--- src/include/ceiu_pkg.sv ---
// Purpose: shared constants of the codec error interrupt unit
// Assumes: 10 MHz core clock, byte addresses on the register bus
// Notes:   one aligned 32-bit word per register
package ceiu_pkg;
  // ----------------------------------------------------------------
  // error sources and their bit positions
  // ----------------------------------------------------------------
  localparam int unsigned NCH      = 4;
  localparam int unsigned NSRC     = 11;
  localparam int unsigned ERR_TEST = 0;
  localparam int unsigned ERR_SP   = 1;
  localparam int unsigned ERR_CLK  = 2;
  localparam int unsigned ERR_ADC  = 3;
  localparam int unsigned ERR_DAC  = 7;
  // ----------------------------------------------------------------
  // register map
  // ----------------------------------------------------------------
  localparam int unsigned AW       = 5;
  localparam int unsigned DW       = 32;
  localparam logic [4:0]  OFS_STAT = 5'h00;
  localparam logic [4:0]  OFS_MASK = 5'h04;
  localparam logic [4:0]  OFS_CTRL = 5'h08;
  localparam logic [4:0]  OFS_LIVE = 5'h0c;
  localparam logic [4:0]  OFS_PDN  = 5'h10;
  localparam logic [4:0]  OFS_STATE = 5'h14;
  localparam logic [10:0] MASK_RST = 11'h000;
  localparam logic [3:0]  PDN_RST  = 4'hf;
  localparam logic [5:0]  CTRL_RST = 6'h00;
  // ----------------------------------------------------------------
  // control fields: pin polarity, pin drive, rate class, checks
  // ----------------------------------------------------------------
  localparam int unsigned CTRL_W    = 6;
  localparam int unsigned INT_POL   = 0;
  localparam int unsigned INT_PP    = 1;
  localparam int unsigned RATE_LSB  = 2;
  localparam int unsigned SP_CHK    = 4;
  localparam int unsigned CLK_CHK   = 5;
  localparam int unsigned ST_MUTED  = 0;
  localparam int unsigned ST_PDNSET = 1;
  // ----------------------------------------------------------------
  // timing
  // ----------------------------------------------------------------
  localparam int unsigned CLK_PERIOD_NS = 100;
  localparam int unsigned SP_TIMEOUT_NS = 25600;
  localparam int unsigned SP_TIMEOUT_CYC = SP_TIMEOUT_NS / CLK_PERIOD_NS;
  localparam int unsigned WD_W = 16;
endpackage : ceiu_pkg

--- src/include/ceiu_evt_if.sv ---
// Purpose: carries error levels, clears and sticky flags
// Assumes: single clock domain
// Notes:   onset is a one-cycle pulse per source
`timescale 1ns/100ps
interface ceiu_evt_if #(parameter int unsigned N = 11);
  logic [N-1:0] level;
  logic [N-1:0] clr;
  logic [N-1:0] status;
  logic [N-1:0] onset;
  modport src   (output level, output clr, input status, input onset);
  modport latch (input level, input clr, output status, output onset);
endinterface : ceiu_evt_if

--- src/hdl/ceiu_sync.sv ---
// Purpose: two-flop synchroniser bank for pin inputs
// Assumes: inputs asynchronous to clk
// Notes:   only stage two is visible outside
`timescale 1ns/100ps
module ceiu_sync #(
  parameter int unsigned W = 1
) (
  input  wire logic         clk,
  input  wire logic         nrst,
  input  wire logic [W-1:0] d,
  output logic      [W-1:0] q
);
  logic [W-1:0] s1_reg;
  logic [W-1:0] s2_reg;
  // ------------------------------------------------------------
  // two stages, first read only by the second
  // ------------------------------------------------------------
  always_ff @(posedge clk or negedge nrst) begin
    if (!nrst) begin
      s1_reg <= '0;
      s2_reg <= '0;
    end else begin
      s1_reg <= d;
      s2_reg <= s1_reg;
    end
  end
  assign q = s2_reg;
endmodule : ceiu_sync

--- src/hdl/ceiu_sticky.sv ---
// Purpose: onset-edge sticky notification bits
// Assumes: levels and clears on the same clock
// Notes:   a set in the clear cycle wins
`timescale 1ns/100ps
module ceiu_sticky #(
  parameter int unsigned N = 11
) (
  input  wire logic clk,
  input  wire logic nrst,
  ceiu_evt_if.latch ev
);
  logic [N-1:0] prev_reg;
  logic [N-1:0] stat_reg;
  logic [N-1:0] stat_next;
  logic [N-1:0] rise;
  // ------------------------------------------------------------
  // per-source onset detect and hold
  // ------------------------------------------------------------
  for (genvar i = 0; i < N; i++) begin : g_bit
    always_comb begin
      rise[i]      = ev.level[i] & ~prev_reg[i];
      stat_next[i] = rise[i] | (stat_reg[i] & ~ev.clr[i]);
    end
  end
  // register flags and last level
  always_ff @(posedge clk or negedge nrst) begin
    if (!nrst) begin
      prev_reg <= '0;
      stat_reg <= '0;
    end else begin
      prev_reg <= ev.level;
      stat_reg <= stat_next;
    end
  end
  assign ev.status = stat_reg;
  assign ev.onset  = rise;
endmodule : ceiu_sticky

--- src/hdl/ceiu_top.sv ---
// Purpose: error latching, masking, mute and interrupt pin of the codec
// Assumes: Avalon-MM slave, byte addresses, one word per register
// Notes:   every bus access answers on its second cycle
//
// The implementer's own choices: the placing of the registers and the Avalon-MM slave port.
`timescale 1ns/100ps
module ceiu_top
  import ceiu_pkg::*;
#(
  parameter logic [ceiu_pkg::WD_W-1:0] SP_TIMEOUT = ceiu_pkg::WD_W'(ceiu_pkg::SP_TIMEOUT_CYC)
) (
  input  wire logic                     clk,
  input  wire logic                     nrst,
  input  wire logic [ceiu_pkg::AW-1:0]  avs_address,
  input  wire logic                     avs_read,
  input  wire logic                     avs_write,
  input  wire logic [ceiu_pkg::DW-1:0]  avs_writedata,
  output logic      [ceiu_pkg::DW-1:0]  avs_readdata,
  output logic                          avs_waitrequest,
  input  wire logic                     test_mode,
  input  wire logic                     frame_clock,
  input  wire logic                     bit_clock,
  input  wire logic                     pll_locked,
  input  wire logic [1:0]               rate_class_rx,
  input  wire logic [ceiu_pkg::NCH-1:0] adc_overflow,
  input  wire logic [ceiu_pkg::NCH-1:0] dac_clip,
  output logic                          mute_out,
  output logic      [ceiu_pkg::NCH-1:0] power_down_bits,
  output logic                          irq,
  output logic                          int_pin_o,
  output logic                          int_pin_oe
);
  import ceiu_pkg::*;

  // ----------------------------------------------------------------
  // declarations
  // ----------------------------------------------------------------
  typedef enum logic [1:0] {
    MS_RUN,
    MS_MUTED,
    MS_PDN_SET
  } ceiu_mute_e;

  ceiu_evt_if #(.N(NSRC)) ev ();

  logic                resp_reg;
  logic                resp_next;
  logic [DW-1:0]       rdata_reg;
  logic [DW-1:0]       rdata_next;
  logic [NSRC-1:0]     mask_reg;
  logic [NSRC-1:0]     mask_next;
  logic [CTRL_W-1:0]   ctrl_reg;
  logic [CTRL_W-1:0]   ctrl_next;
  logic [NCH-1:0]      pdn_reg;
  logic [NCH-1:0]      pdn_next;
  ceiu_mute_e          mst_reg;
  ceiu_mute_e          mst_next;
  logic                mute_reg;
  logic                mute_next;
  logic                irq_reg;
  logic                irq_next;
  logic                pin_o_reg;
  logic                pin_o_next;
  logic                pin_oe_reg;
  logic                pin_oe_next;
  logic [2:0]          pin_sync;
  logic [1:0]          clk_prev_reg;
  logic [1:0]          clk_edge;
  logic [WD_W-1:0]     wd_reg [2];
  logic [WD_W-1:0]     wd_next [2];
  logic [1:0]          wd_dead;
  logic                sp_err;
  logic                clk_err;
  logic                acc;
  logic                wr_acc;
  logic                rd_acc;
  logic                severe_onset;
  logic [NSRC-1:0]     pending;

  // ----------------------------------------------------------------
  // pin synchronisers
  // ----------------------------------------------------------------
  // frame clock, bit clock and pll lock come from outside
  ceiu_sync #(.W(3)) u_sync (
    .clk  (clk),
    .nrst (nrst),
    .d    ({pll_locked, bit_clock, frame_clock}),
    .q    (pin_sync)
  );

  // ----------------------------------------------------------------
  // serial clock watchdogs
  // ----------------------------------------------------------------
  // a watchdog per serial clock counts cycles since its last edge
  always_comb begin
    clk_edge = pin_sync[1:0] ^ clk_prev_reg;
  end

  for (genvar c = 0; c < 2; c++) begin : g_wd
    always_comb begin
      if (!ctrl_reg[SP_CHK] || clk_edge[c]) begin
        wd_next[c] = '0;
      end else if (wd_reg[c] != SP_TIMEOUT) begin
        wd_next[c] = wd_reg[c] + WD_W'(1);
      end else begin
        wd_next[c] = wd_reg[c];
      end
      wd_dead[c] = (wd_reg[c] == SP_TIMEOUT);
    end

    // register the counter
    always_ff @(posedge clk or negedge nrst) begin
      if (!nrst) begin
        wd_reg[c] <= '0;
      end else begin
        wd_reg[c] <= wd_next[c];
      end
    end
  end

  // remember synchronised clock levels for edge detection
  always_ff @(posedge clk or negedge nrst) begin
    if (!nrst) begin
      clk_prev_reg <= '0;
    end else begin
      clk_prev_reg <= pin_sync[1:0];
    end
  end

  // ----------------------------------------------------------------
  // error levels into the sticky bank
  // ----------------------------------------------------------------
  // each source is a live level; the bank latches its onset
  always_comb begin
    sp_err  = ctrl_reg[SP_CHK] & (|wd_dead);
    clk_err = ctrl_reg[CLK_CHK]
            & ((rate_class_rx != ctrl_reg[RATE_LSB +: 2]) | ~pin_sync[2]);
    ev.level                    = '0;
    ev.level[ERR_TEST]          = test_mode;
    ev.level[ERR_SP]            = sp_err;
    ev.level[ERR_CLK]           = clk_err;
    ev.level[ERR_ADC +: NCH]    = adc_overflow;
    ev.level[ERR_DAC +: NCH]    = dac_clip;
  end

  // flags are recorded whatever the mask says
  ceiu_sticky #(.N(NSRC)) u_sticky (
    .clk  (clk),
    .nrst (nrst),
    .ev   (ev.latch)
  );

  // ----------------------------------------------------------------
  // bus handshake
  // ----------------------------------------------------------------
  // first cycle of a request waits, second cycle completes it
  always_comb begin
    acc             = (avs_read | avs_write) & resp_reg;
    wr_acc          = avs_write & resp_reg;
    rd_acc          = avs_read & resp_reg;
    resp_next       = (avs_read | avs_write) & ~resp_reg;
    avs_waitrequest = (avs_read | avs_write) & ~resp_reg;
  end

  // read data is sampled on the first cycle and stands at completion
  always_comb begin
    rdata_next = rdata_reg;
    if (avs_read && !resp_reg) begin
      rdata_next = '0;
      case (avs_address)
        OFS_STAT:  rdata_next[NSRC-1:0]   = ev.status;
        OFS_MASK:  rdata_next[NSRC-1:0]   = mask_reg;
        OFS_CTRL:  rdata_next[CTRL_W-1:0] = ctrl_reg;
        OFS_LIVE:  rdata_next[NSRC-1:0]   = ev.level;
        OFS_PDN:   rdata_next[NCH-1:0]    = pdn_reg;
        OFS_STATE: begin
          rdata_next[ST_MUTED]  = mute_reg;
          rdata_next[ST_PDNSET] = (mst_reg == MS_PDN_SET);
        end
        default:   rdata_next = '0;
      endcase
    end
  end

  // ----------------------------------------------------------------
  // software registers
  // ----------------------------------------------------------------
  // write-one-to-clear on flags; set wins inside the sticky bank
  always_comb begin
    ev.clr = '0;
    if (wr_acc && avs_address == OFS_STAT) begin
      ev.clr = avs_writedata[NSRC-1:0];
    end
  end

  // mask: written by software, auto-set by a flag read
  always_comb begin
    mask_next = mask_reg;
    if (wr_acc && avs_address == OFS_MASK) begin
      mask_next = avs_writedata[NSRC-1:0];
    end else if (rd_acc && avs_address == OFS_STAT) begin
      mask_next = mask_reg | rdata_reg[NSRC-1:0];
    end
  end

  // control and power-down registers
  always_comb begin
    ctrl_next = ctrl_reg;
    pdn_next  = pdn_reg;
    if (wr_acc && avs_address == OFS_CTRL) begin
      ctrl_next = avs_writedata[CTRL_W-1:0];
    end
    if (wr_acc && avs_address == OFS_PDN) begin
      pdn_next = avs_writedata[NCH-1:0];
    end
  end

  // register bus state
  always_ff @(posedge clk or negedge nrst) begin
    if (!nrst) begin
      resp_reg  <= 1'b0;
      rdata_reg <= '0;
      mask_reg  <= MASK_RST;
      ctrl_reg  <= CTRL_RST;
      pdn_reg   <= PDN_RST;
    end else begin
      resp_reg  <= resp_next;
      rdata_reg <= rdata_next;
      mask_reg  <= mask_next;
      ctrl_reg  <= ctrl_next;
      pdn_reg   <= pdn_next;
    end
  end

  // ----------------------------------------------------------------
  // mute and recovery
  // ----------------------------------------------------------------
  // only serial and clocking errors mute; others leave audio running
  always_comb begin
    severe_onset = ev.onset[ERR_SP] | ev.onset[ERR_CLK];
    mst_next     = mst_reg;
    case (mst_reg)
      MS_RUN: begin
        if (severe_onset) begin
          mst_next = MS_MUTED;
        end
      end
      MS_MUTED: begin
        if (severe_onset) begin
          mst_next = MS_MUTED;
        end else if (pdn_reg == {NCH{1'b1}}) begin
          mst_next = MS_PDN_SET;
        end
      end
      MS_PDN_SET: begin
        if (severe_onset) begin
          mst_next = MS_MUTED;
        end else if (pdn_reg == '0) begin
          mst_next = MS_RUN;
        end
      end
      default: mst_next = MS_RUN;
    endcase
    mute_next = (mst_next != MS_RUN);
  end

  // register the recovery state and the mute level
  always_ff @(posedge clk or negedge nrst) begin
    if (!nrst) begin
      mst_reg  <= MS_RUN;
      mute_reg <= 1'b0;
    end else begin
      mst_reg  <= mst_next;
      mute_reg <= mute_next;
    end
  end

  // ----------------------------------------------------------------
  // interrupt line
  // ----------------------------------------------------------------
  // pending = recorded and unmasked; the pin follows polarity and drive
  always_comb begin
    pending  = ev.status & ~mask_reg;
    irq_next = |pending;
    if (ctrl_reg[INT_PP]) begin
      pin_o_next  = ctrl_reg[INT_POL] ? irq_next : ~irq_next;
      pin_oe_next = 1'b1;
    end else if (ctrl_reg[INT_POL]) begin
      pin_o_next  = 1'b0;
      pin_oe_next = ~irq_next;
    end else begin
      pin_o_next  = 1'b0;
      pin_oe_next = irq_next;
    end
  end

  // register the interrupt outputs
  always_ff @(posedge clk or negedge nrst) begin
    if (!nrst) begin
      irq_reg    <= 1'b0;
      pin_o_reg  <= 1'b0;
      pin_oe_reg <= 1'b0;
    end else begin
      irq_reg    <= irq_next;
      pin_o_reg  <= pin_o_next;
      pin_oe_reg <= pin_oe_next;
    end
  end

  // ----------------------------------------------------------------
  // outputs
  // ----------------------------------------------------------------
  assign avs_readdata    = rdata_reg;
  assign mute_out        = mute_reg;
  assign power_down_bits = pdn_reg;
  assign irq             = irq_reg;
  assign int_pin_o       = pin_o_reg;
  assign int_pin_oe      = pin_oe_reg;

endmodule : ceiu_top

--- config.mk ---
export PLATFORM = sky130hd
export DESIGN_NAME = ceiu_top
export DESIGN_NICKNAME = d
export VERILOG_FILES = /design/src/include/ceiu_pkg.sv /design/src/include/ceiu_evt_if.sv /design/src/hdl/ceiu_sync.sv /design/src/hdl/ceiu_sticky.sv /design/src/hdl/ceiu_top.sv
export SDC_FILE = /design/constraint.sdc
export NUM_CORES = 1
export LEC_CHECK = 0
export BUFFER_PORTS_ARGS = -buffer_cell sky130_fd_sc_hd__buf_2
export CAP_MARGIN = 10
export CELL_PAD_IN_SITES_DETAIL_PLACEMENT = 0
export CELL_PAD_IN_SITES_GLOBAL_PLACEMENT = 1
export CORE_MARGIN = 3
export CORE_UTILIZATION = 43
export DETAILED_ROUTE_END_ITERATION = 7
export GPL_TIMING_DRIVEN = 0
export PLACE_DENSITY = 0.91
export REMOVE_ABC_BUFFERS = 1
export SLEW_MARGIN = 40
export SYNTH_ARGS = -nofsm -noshare
export SYNTH_HDL_FRONTEND = slang
export SYNTH_SLANG_ARGS = --single-unit
--- constraint.sdc ---
create_clock -name clk -period 1.9 [get_ports clk]
set_clock_uncertainty 0.05 [all_clocks]
set_input_delay 0.19 -clock clk [delete_from_list [all_inputs] [get_ports clk]]
set_output_delay 0.19 -clock clk [all_outputs]
set_load 0.02 [all_outputs]
* Word-level counts from Yosys, hierarchy flattened
Cells that the tools add are included.
** Cells by class
- Add/subtract/negate cells :: 2
- Eq/ne operators :: 13
- Multiplexer cells :: 21
- Bitwise operators :: 70
- Reductions and logical operators :: 19
** Operator list (count)
- $mux 16 :: 4
- $mux 11 :: 3
- $add 16x1->16 const B :: 2
- $eq 16x9->1 const B :: 2
- $ne 16x9->1 const B :: 2
- $and 1x1->1 :: 27
- $not 1->1 :: 25
- $pmux 5 s3 :: 1
- $or 1x1->1 :: 14
- $pmux 2 s6 :: 1
- $and 11x11->11 :: 1
- $not 11->11 :: 1
- $or 11x11->11 :: 1
- $reduce_or 11->1 :: 1
- $eq 5x4->1 const B :: 2
- $eq 5x5->1 const B :: 2
- $mux 2 :: 5
- $pmux 2 s5 :: 1
- $pmux 2 s4 :: 1
- $reduce_bool 2->1 :: 4
- $logic_and 1x1->1 :: 6
- $pmux 2 s3 :: 1
- $eq 5x3->1 const B :: 1
- $logic_not 5->1 :: 1
- other kinds (11) :: 16
** Storage, ports and cells
- Bits in registers :: 101
- Input port bits :: 55
- Output and inout port bits :: 41
- Word-level logic and storage cells :: 142

* Depth between registers and ports, before layout
Gate-level depths: netlist of the first run.
- Depth after elaboration :: 8
- Mapped depth :: 7
- Gate-level depth less buffers :: 7

* Modules after synthesis
From an unflattened synthesis of the first run, not the netlist that was laid out.
** Second synthesis, totals
- Cells, all modules :: 473
- Area, all modules :: 4944.7 um^2
** Modules (own cells, without submodules)
- ceiu_top :: times used 1, cells an instance 412, area each 3968.8 um^2, seq. area each 1831.8 um^2
- ceiu_sticky :: times used 1, cells an instance 55, area each 825.8 um^2, seq. area each 550.5 um^2
- ceiu_sync :: times used 1, cells an instance 6, area each 150.1 um^2, seq. area each 150.1 um^2

* Worst setup path after synthesis of the first run
OpenSTA, ideal clock, no wires.
- Path kind :: reg2reg
- Start :: register wd_reg[16] in the netlist's numbering
- End :: register mute_reg, in the netlist mute_out
- Setup time :: 86 ps
- Data arrival time :: 1549 ps
- Data required time :: 1764 ps
- Slack :: 215 ps
- Stages on the path, launching flop included :: 8
- Buffers on the path :: 0
- Clock period less this slack :: 1685 ps
- Cell sequence :: dfrtp_1 inv_1 ha_1 nor4b_2 nand4_1 a21oi_2 and3b_1 o221ai_2
** Between the ends
- Longest elaborated chain between the ends :: 8
- Elaborated cells on any way between the ends :: 10
- Classes of those cells :: 1 x eq/ne; 4 x mux; 3 x bitwise; 2 x reduce/logical
** Ends and longest elaborated chain
- start, declared :: line ceiu_top.sv:69 : logic [WD_W-1:0] wd_reg [2];
- start signal, assigned by index :: line ceiu_top.sv:116 : wd_reg[c] <= wd_next[c];
- $eq 16x9->1 (*) :: line ceiu_top.sv:108 : wd_dead[c] = (wd_reg[c] == SP_TIMEOUT);
- $reduce_or 2->1 (*) :: line ceiu_top.sv:135 : sp_err = ctrl_reg[SP_CHK] & (|wd_dead);
- $and 1x1->1 (*) :: line ceiu_top.sv:135
- $and 1x1->1 (*) :: line ceiu_sticky.sv:21 : rise[i] = ev.level[i] & ~prev_reg[i];
- $or 1x1->1 (*) :: line ceiu_top.sv:240 : severe_onset = ev.onset[ERR_SP] | ev.onset[ERR_CLK];
- $mux 2, on equally long branches :: line ceiu_top.sv:256, ceiu_top.sv:244, ceiu_top.sv:249
- $pmux 2 s3 (*) :: line ceiu_top.sv:242 : case (mst_reg)
- $reduce_bool 2->1 (*) :: line ceiu_top.sv:264 : mute_next = (mst_next != MS_RUN);
- net mute_next :: line ceiu_top.sv:59 : logic mute_next;
- end signal, assigned :: line ceiu_top.sv:274 : mute_reg <= mute_next;
- end, declared :: line ceiu_top.sv:58 : logic mute_reg;
Mark *: on every way through the listed nets, which the timed path passes. The rest lies on a longest branch.
A chain may end at the register's enable or synchronous reset.

* Final worst setup path of the first run
- Start :: register wd_reg[16] in the netlist's numbering
- End :: register wd_reg[26] in the netlist's numbering
** Between the ends
- Longest elaborated chain between the ends :: 3
- Elaborated cells on any way between the ends :: 5
- Classes of those cells :: 1 x add/sub; 1 x eq/ne; 2 x mux; 1 x reduce/logical
** Ends and longest elaborated chain
- $add 16x1->16 :: line ceiu_top.sv:104 : wd_next[c] = wd_reg[c] + WD_W'(1);
- $mux 16 :: line ceiu_top.sv:103 : end else if (wd_reg[c] != SP_TIMEOUT) begin
- $mux 16 :: line ceiu_top.sv:101 : if (!ctrl_reg[SP_CHK] || clk_edge[c]) begin
Several ways; a longest one is shown, not always the timed one. The select of a mux whose other input is x is not followed.

==> PnR_summary.wiki, run 1 <==
{| class="wikitable"
! Metric !! Value
|-
| Via/cell ratio || 5.28
|-
| Global route overflow || 0
|-
| Num Clock Sinks || around 100
|-
| Number of maximum-capacitance constraint violations || 0
|-
| Number of buffer and inverter stages on the critical path || 1
|-
| Family with the most delay on the worst path || simple AND/OR/NAND/NOR gates
|-
| Kind of critical path || register to register
|-
| Starting Density || between 40 and 50%
|-
| EDFF count, synth || 0
|-
| Post-place setup slack || -0.200 ns
|-
| Reg-to-Reg End || wd_reg[26]
|-
| Wire length of the first global-routing pass || 17.1 mm
|-
| Crit path arrival time || a little over 2 ns
|-
| Yosys warnings || 0
|-
| Post-DP HPWL || about 7.2 mm
|-
| Critical path startpoint category || register
|-
| Post-synthesis compound-gate area fraction || a little under an eighth
|-
| IO Port Bufs || 53
|-
| Clock Tree Buf Depth || 2
|-
| Min cycle time layout || 1.83 ns
|-
| Fraction of the yosys area taken by sequential cells || 52.2%
|-
| Post-synthesis share of cell area spent on and, or, nand and nor gates || 17.8%
|-
| Library cell used as clock root buffer || clkbuf_16
|-
| Clock slew seen by the registers of the worst setup and hold paths || 0.06 ns
|-
| Layout Area Growth over Synthesis || 18.5%
|-
| Max FO, Critical Path || 4
|-
| Per-instance average area after synthesis || 10.5 sq um
|-
| Floorplan die area || 12600 sq um
|-
| Max VDD drop || 0.487 mV
|-
| Transition time of the tightest slew-check pin || 0.817 ns
|-
| Run status || complete, no violations
|-
| Lkg Pwr || 2.57 nW
|-
| Count of routing violations after the opening detailed-route iteration || 172
|-
| Via count of the routed design || between 3000 and 4000
|-
| Slew HR || 45.6%
|-
| Most frequent cells in the layout || 96 x dfrtp_1, 52 x buf_2, 47 x nor2_1, 36 x nand2_1, 33 x a21oi_1
|-
| I/O Pins || between 90 and 100
|-
| Adder and majority cell fraction of the synthesized area || 1.03%
|-
| Antenna violations before repair || 0
|-
| CTS H-tree lvls || 3
|-
| Ordered list of cells on the worst path || buf_4 -> ha_1 -> nand2_1 -> or3_4 -> or3_1 -> a21oi_1
|-
| Post-route ant nets || 0
|-
| XOR/XNOR Fraction of Synth Area || 5.06%
|-
| Vias in the first global route || 3466
|-
| NetSw || between 0.001 and 0.0015 W
|-
| Register-to-Register Setup Slack || 0.07 ns
|-
| Most frequently used flop master after synthesis || dfrtp_1
|-
| Clock latency of the later-clocked register in the worst-skew pair || 0.34 ns
|-
| Worst min-delay path class || input port to register
|-
| Number of remaining DRC errors || 0
|-
| Critical Path Slowest Stage Cell || dfrtp_1
|-
| Fraction of final layout cells sized beyond drive strength 1 || a little over a fifth
|-
| Number of stages on the worst setup path || 6
|-
| Syn Std Cell Area || approximately 4900 sq um
|-
| Final Max Tran Viols || 0
|-
| Combinational family with the most area after synthesis || simple AND/OR/NAND/NOR gates
|-
| Final critical-path share of the clock period || 96.5%
|-
| GR Util All Layers || 16.8%
|-
| Core area || 10900 sq um
|-
| Top achievable clock speed || 545 MHz
|-
| Antenna Cells || 0
|-
| Share of cell area taken by muxes after synthesis || 5.80%
|-
| Worst-case hold slack || 0.0555 ns
|-
| Number of placement rows || 38
|-
| Start point of the critical path || wd_reg[16]
|-
| Share of synthesized flip-flops with an asynchronous set or reset || 100%
|-
| R2r startpoint || wd_reg[16]
|-
| Most common cell after layout, fill and taps aside || dfrtp_1
|-
| Die X-Extent || 112 microns
|-
| Unrepaired setup endpoints after global routing || true
|-
| DR pass1 iterations || 4
|-
| Maximum number of pins on one net before global-route repair || 60
|-
| Inserted Clock Buffers || 9
|-
| Min setup slack post-route || ~0.066 ns
|-
| Total of flip-flops plus latches after synthesis || 101
|-
| Routability-driven placement congestion ratio || 0.835
|-
| Fraction of power spent switching nets || 25.5%
|-
| Wirelength, routed || 10.6 mm
|-
| Worst Setup EP || wd_reg[26]
|-
| Fin. Hold Viols || 0
|-
| Category of the worst setup path capture point || register
|-
| Share of power burned in the clock network || a little under two fifths
|-
| Register-to-Register Path Depth || 6
|-
| Die extent in y || 112 microns
|-
| CTS tree || yes
|-
| Synthesized instance count || 461
|-
| Power per unit of standard cell area || 841 nW/um^2
|-
| Critical Path Max Stage Delay || 0.41 ns
|-
| Netlist cell types || 54
|-
| Data required time at the worst endpoint || about 2.1 ns
|-
| Fraction of power consumed by sequential logic || 49.9%
|-
| Final nets || 591
|-
| Share of power burned in combinational logic || 12.3%
|-
| Number of endpoints failing setup at the final stage || 0
|-
| Number of flip-flops under the largest register name || 32
|-
| Detail-routed net length per standard cell || 15.6 microns
|-
| Internal power component || 0.00360 W
|}
==> tightest hold or removal path: cells and delay by family <==
kind            cells  cell delay (ns)
compound gates      1             0.06
buf+inv             1             0.11
simple gates        1             0.05
==> cells by family after synthesis <==
family | after synthesis
buffers and inverters | 62
adders and majority gates | 4
AOI/OAI and AO/OA | 84
DFF | 101
and+or+nand+nor | 159
other | 1
xor gates and xnor gates | 28
muxes | 22
==> per-stage QoR <==
step	util [%]	area, sq um	total power [W]	cells	setup TNS, ns
after floorplan	-	4710	0.00276	447	0
after global placement	47.1	5150	0.00297	640	-51.76
after detailed placement	47.6	5200	0.00301	641	-4.09
after CTS	51.7	5660	0.00486	672	0
after global routing	52.6	5750	0.00504	677	-0.117
final	52.6	5750	0.00483	677	0
==> cell usage after synthesis (all sizes together), types with 2 or more instances <==
master   n  area share [%]
and3     4            0.52
o22ai    2            0.26
nand3b   3            0.46
nand3   14             1.5
nand2b   6            0.77
a221oi   2            0.36
a21boi   2            0.31
a22o    16             2.9
nor2b    4            0.52
nor3    14             1.7
nor4     8             1.8
ha       4             1.0
a21oi   34             3.6
nor4b    4             1.2
or3      8             1.3
dfstp    4             2.2
nor2    47             3.6
nand2   37             2.9
mux4     4             1.9
mux2i    9             1.9
buf     26             3.9
dfrtp   97              50
and3b    2            0.36
nand4    6            0.90
clkbuf   8            0.62
xnor2   19             3.4
mux2     9             2.1
inv     28             2.2
o21ai   16             1.7
xor2     9             1.6
==> layer usage <==
layer,vias up,share of wire (%),track usage [%]
met2,102,48,26.4
met5,-,0,0
met3,8,5.8,3.77
li1,1704,-,-
met1,1763,45,23.1
met4,0,0.95,5.69
==> final cells by class <==
type	count	area, sq um
inverters	28	105
multi-input cells	318	2150
flip-flops and latches	101	2530
repair buffers	74	485
clock inverters	4	47.5
well taps	140	175
fillers	952	5190
clock buffers	12	246
==> timing repair <==
item | 4_1_cts | 5_1_grt
buffers inserted | 2 | 4
pin swaps | 0 | 5
hold endpoints to repair | 54 | 0
hold buffers | 13 | 0
gates cloned | 0 | 0
endpoints found under the setup margin | 9 | 23
gates resized for setup | 2 | 11
==> power groups by stage <==
| stage | sequential, W | combinational, W | clock, W |
|---|---|---|---|
| after floorplan | 0.00245 | 0.000307 | 0 |
| after global placement | 0.00244 | 0.000531 | 0 |
| after detailed placement | 0.00245 | 0.000560 | 0 |
| after CTS | 0.00241 | 0.000587 | 0.00186 |
| after global routing | 0.00243 | 0.000656 | 0.00196 |
| final | 0.00241 | 0.000595 | 0.00183 |
==> worst min path at each step <==
stage               slack [ns]  depth (start not counted)        startpoint                to
finish                    0.06                          3  avs_writedata[5]       ctrl_reg[5]
global route              0.07                          3  avs_writedata[9]       mask_reg[9]
CTS                       0.05                          3  avs_writedata[5]       ctrl_reg[5]
detailed placement        0.05                          1              nrst        wd_reg[28]
global placement          0.25                          1        pll_locked  u_sync.s1_reg[2]
floorplan                -0.16                          0              nrst   avs_readdata[0]
Power figures use the tool's default switching activity.
==> run 2: changes to the inputs <==
--- a/config.mk
+++ b/config.mk
@@ -10,12 +10,14 @@
 export CELL_PAD_IN_SITES_DETAIL_PLACEMENT = 0
 export CELL_PAD_IN_SITES_GLOBAL_PLACEMENT = 1
 export CORE_MARGIN = 3
-export CORE_UTILIZATION = 43
+export CORE_UTILIZATION = 44
+export CTS_BUF_LIST = sky130_fd_sc_hd__clkbuf_4
 export DETAILED_ROUTE_END_ITERATION = 7
 export GPL_TIMING_DRIVEN = 0
-export PLACE_DENSITY = 0.91
+export PLACE_DENSITY = 0.93
 export REMOVE_ABC_BUFFERS = 1
 export SLEW_MARGIN = 40
 export SYNTH_ARGS = -nofsm -noshare
 export SYNTH_HDL_FRONTEND = slang
+export SYNTH_HIERARCHICAL = 1
 export SYNTH_SLANG_ARGS = --single-unit
==> run 2 against run 1 <==
  * The run now ends with negative setup slack left
  * Cell area is 4.5% higher
  * Die area is 0.36% lower
  * Hold slack worse by 0.027 ns
  * Sequential cell count stayed put
  * Count of clock-buffer cells in the layout stayed put
  * Combinational power is 9.6% higher
  * Global-route usage is 1.3 points higher
  * Sequential share of layout area is 1.9 points lower
  * Power is 12% lower
  * Critical path depth is 1 higher
  * Clock power is 36% lower
  * Critical endpoint is now mute_out
  * Via count is 5.1% higher
==> PnR_summary.wiki, run 2 <==
{| class="wikitable"
! Metric !! Value
|-
| Most common cell after layout, fill and taps aside || dfrtp_1
|-
| Core area || 10900 sq um (-0.44%)
|-
| Clock latency of the later-clocked register in the worst-skew pair || 0.44 ns (+0.10 ns)
|-
| Largest area contributor in the synthesized netlist || dfrtp_1
|-
| Share of synthesized flip-flops with an asynchronous set or reset || 100% (unchanged)
|-
| GR Util All Layers || 18.0% (+1.3 points)
|-
| Worst Hold Launch || rate_class_rx[0]
|-
| Yosys warnings || 6 (+6)
|-
| Antenna Cells || 0 (unchanged)
|-
| Number of maximum-capacitance constraint violations || 0 (unchanged)
|-
| Vias in the first global route || 3812 (+10%)
|-
| DR pass1 iterations || 5 (+1)
|-
| Netlist cell types || 47 (-13%)
|-
| Number of buffer and inverter stages on the critical path || 0 (-1)
|-
| Fraction of the yosys area taken by sequential cells || 51.2% (-0.99 points)
|-
| Most frequently used flop master after synthesis || dfrtp_1
|-
| Most frequent cell after synthesis || dfrtp_1
|-
| Number of remaining DRC errors || 0 (unchanged)
|-
| Fraction of power consumed by sequential logic || 57.0% (+7.1 points)
|-
| Internal power component || 0.00302 W (-16%)
|-
| Wire length of the first global-routing pass || 18.5 mm (+8.2%)
|-
| Category of the worst setup path capture point || register
|-
| Top achievable clock speed || 514 MHz (-5.8%)
|-
| Commonest cells in the synthesized netlist || 97 x dfrtp_1, 43 x nor2_1, 33 x nand2_1, 27 x o21ai_0
|-
| Layout Cell Area excl Fill || 6010 sq um (+4.5%)
|-
| Global route overflow || 0 (unchanged)
|-
| Critical Path Max Stage Delay || 0.45 ns (+0.04 ns)
|-
| Floorplan die area || 12500 sq um (-0.36%)
|-
| R2r startpoint || wd_reg[5]
|-
| Via/cell ratio || 5.26 (-0.36%)
|-
| Crit path arrival time || 2.25 ns (+0.21 ns)
|-
| Detail-routed net length per standard cell || 15.7 microns (+0.40%)
|-
| Min setup slack post-route || -0.0464 ns (-0.112 ns)
|-
| Worst min-delay path class || input port to register
|-
| Number of flip-flops under the largest register name || 32 (unchanged)
|-
| Die X-Extent || 112 microns (-0.18%)
|-
| Clock slew seen by the registers of the worst setup and hold paths || 0.16 ns (+0.10 ns)
|-
| Share of power burned in the clock network || 27.6% (-10 points)
|-
| Register-to-Register Setup Slack || -0.05 ns (-0.11 ns)
|-
| Unrepaired setup endpoints after global routing || true
|-
| Final Total Pwr || 0.00424 W (-12%)
|-
| Final nets || 628 (+6.3%)
|-
| Cell area reported after detailed placement || 5280 sq um (+1.5%)
|-
| Cells on Worst Hold Path || 3 (unchanged)
|-
| Fin. Hold Viols || 0 (unchanged)
|-
| Die extent in y || 112 microns (-0.18%)
|-
| Power per unit of standard cell area || 705 nW/um^2 (-16%)
|-
| Reg-to-Reg End || mute_out
|-
| Final Max Tran Viols || 0 (unchanged)
|-
| Worst-case hold slack || 0.0283 ns (-0.0272 ns)
|-
| Post-route ant nets || 0 (unchanged)
|-
| Library cell used as clock root buffer || clkbuf_4
|-
| Biggest area contributors in the synthesized netlist || dfrtp_1 49%, buf_4 3.3%, nor2_1 3.3%
|-
| Register-to-Register Path Depth || 7 (+1)
|-
| Min cycle time layout || 1.95 ns (+0.112 ns)
|-
| Starting Density || 45.4% (+1.1 points)
|-
| Maximum number of pins on one net before global-route repair || 71 (+18%)
|-
| Most frequent cells in the layout || 96 x dfrtp_1, 52 x buf_2, 42 x nor2_1, 32 x nand2_1
|-
| Max FO, Critical Path || 4 (unchanged)
|-
| Per-instance average area after synthesis || 10.5 sq um (-0.65%)
|-
| Antenna violations before repair || 0 (unchanged)
|-
| Transition time of the tightest slew-check pin || 0.651 ns (-0.166 ns)
|-
| Layout Area Growth over Synthesis || 21.5%
|-
| Syn Std Cell Area || 4940 sq um (+1.9%)
|-
| Final critical-path share of the clock period || 102% (+5.9 points)
|-
| Data required time at the worst endpoint || 2.21 ns (+0.10 ns)
|-
| Proportion of netlist area held by the largest area contributor || 49.1% (-0.95 points)
|-
| Routability-driven placement congestion ratio || 0.846 (+1.4%)
|-
| Ordered list of cells on the worst path || nor4_1 -> nand4_1 -> nand2_4 -> and2_4 -> nor2b_4 -> nor4_4 -> or2_4
|-
| Via count of the routed design || 3759 (+5.1%)
|-
| Family with the most delay on the worst path || simple AND/OR/NAND/NOR gates
|-
| Share of power burned in combinational logic || 15.4% (+3.1 points)
|-
| Critical path startpoint category || register
|-
| Final design utilization || 55.2% (+2.6 points)
|-
| IO Port Bufs || 53 (unchanged)
|-
| Max VDD drop || 0.330 mV (-32%)
|-
| Post-place setup slack || -0.323 ns (-0.123 ns)
|-
| Num Clock Sinks || 101 (unchanged)
|-
| Inserted Clock Buffers || 9 (unchanged)
|-
| NetSw || 0.00121 W (-1.8%)
|-
| CTS H-tree lvls || 3 (unchanged)
|-
| Fraction of power spent switching nets || 28.6% (+3.1 points)
|-
| Fraction of final layout cells sized beyond drive strength 1 || 26.5% (+4.7 points)
|-
| Destination of the worst hold path || u_sticky/prev_reg[2]
|-
| Post-DP HPWL || 7.25 mm (+1.3%)
|-
| Total of flip-flops plus latches after synthesis || 101 (unchanged)
|-
| Critical Path Slowest Stage Cell || dfrtp_1
|-
| Run status || complete, but fails checks
|-
| CTS tree || yes
|-
| Wirelength, routed || 11.2 mm (+5.9%)
|-
| Number of placement rows || 38 (unchanged)
|-
| Failing checks || negative setup slack
|-
| Count of routing violations after the opening detailed-route iteration || 238 (+38%)
|-
| I/O Pins || 96 (unchanged)
|-
| Lkg Pwr || 2.66 nW (+3.5%)
|-
| Kind of critical path || register to register
|-
| Number of endpoints failing setup at the final stage || 3 (+3)
|-
| Clock Tree Buf Depth || 2 (unchanged)
|-
| Slew HR || 56.5% (+11 points)
|-
| EDFF count, synth || 0 (unchanged)
|-
| Synthesized instance count || 473 (+2.6%)
|}
-- run 2: cell count changes in the layout (fill, tap and decap cells not counted), moves of 11 or more --
cell           change
a21oi_1           -14
and2_1            +12
buf_4             +13
clkbuf_4          +12
dlygate4sd3_1     +13
nor2b_4           +12
nor3_1            -11
-- run 2: area by class of cell --
type	instances	area, sq um
tap	140	175
sequential	101	2530
fill	943	4880
timing repair buffer	101	724
multi-input combinational	334	2350
clock buffer	12	90.1
clock inverter	4	55.1
inverter	22	82.6
-- run 2: worst min-delay path: cells and delay by family --
| family | cells | cell delay, ns |
|---|---|---|
| compound gates | 1 | 0.10 |
| xor+xnor | 1 | 0.11 |
| buf+inv | 1 | 0.10 |
-- run 2: power by group through the flow --
stage	sequential (W)	combinational (W)	clock, W
finish	0.00241	0.000652	0.00117
global route	0.00243	0.000719	0.00129
CTS	0.00241	0.000637	0.00119
detailed placement	0.00245	0.000555	0
global placement	0.00244	0.000530	0
floorplan	0.00247	0.000293	0
-- run 2: cells by family (layout without fill, tap and decap cells) --
logic type,count (synthesis),in the layout,share of synthesized area [%]
AND/OR/NAND/NOR,179,179,21.0
flip-flops,101,101,51.2
AO/OA/AOI/OAI,79,79,9.82
buffers and inverters,58,139,6.28
XOR/XNOR,28,28,4.96
multiplexers,23,23,5.69
adder cells (fa/ha/maj),4,4,1.01
other,1,21,0.0758
-- run 2: worst max path at each step --
stage,slack (ns),start,to,depth (start not counted)
global route,-0.14,wd_reg[5],mute_out,8
CTS,-0.03,wd_reg[17],mute_out,11
global placement,-0.60,avs_address[1],u_sticky/ev.status[6],7
detailed placement,-0.32,u_sticky/ev.status[9],int_pin_oe,5
finish,-0.05,wd_reg[5],mute_out,7
floorplan,-0.05,wd_reg[0],mute_out,10
-- run 2: layer usage --
metal  up-vias  wire (microns)  global-route usage, %
met5         -               0                      0
met4         0             238                   5.61
met3        24             564                   3.56
met2       129            5590                   30.1
met1      1839            4790                   24.1
li1       1767               -                      -
-- run 2: per-stage QoR --
| stage | setup TNS, ns | std cells |
|---|---|---|
| 6_report | -0.109 | 714 |
| 5_1_grt | -0.414 | 714 |
| 4_1_cts | -0.0396 | 709 |
| 3_5_place_dp | -3.99 | 651 |
| 3_3_place_gp | -52.25 | 650 |
| 2_1_floorplan | -0.0506 | 457 |
-- run 2: timing repair --
item	4_1_cts	5_1_grt
pin swaps	9	11
setup endpoints to repair	6	5
hold buffers	26	0
resized for setup	23	10
endpoints found under the hold margin	138	0
buffers inserted	16	5
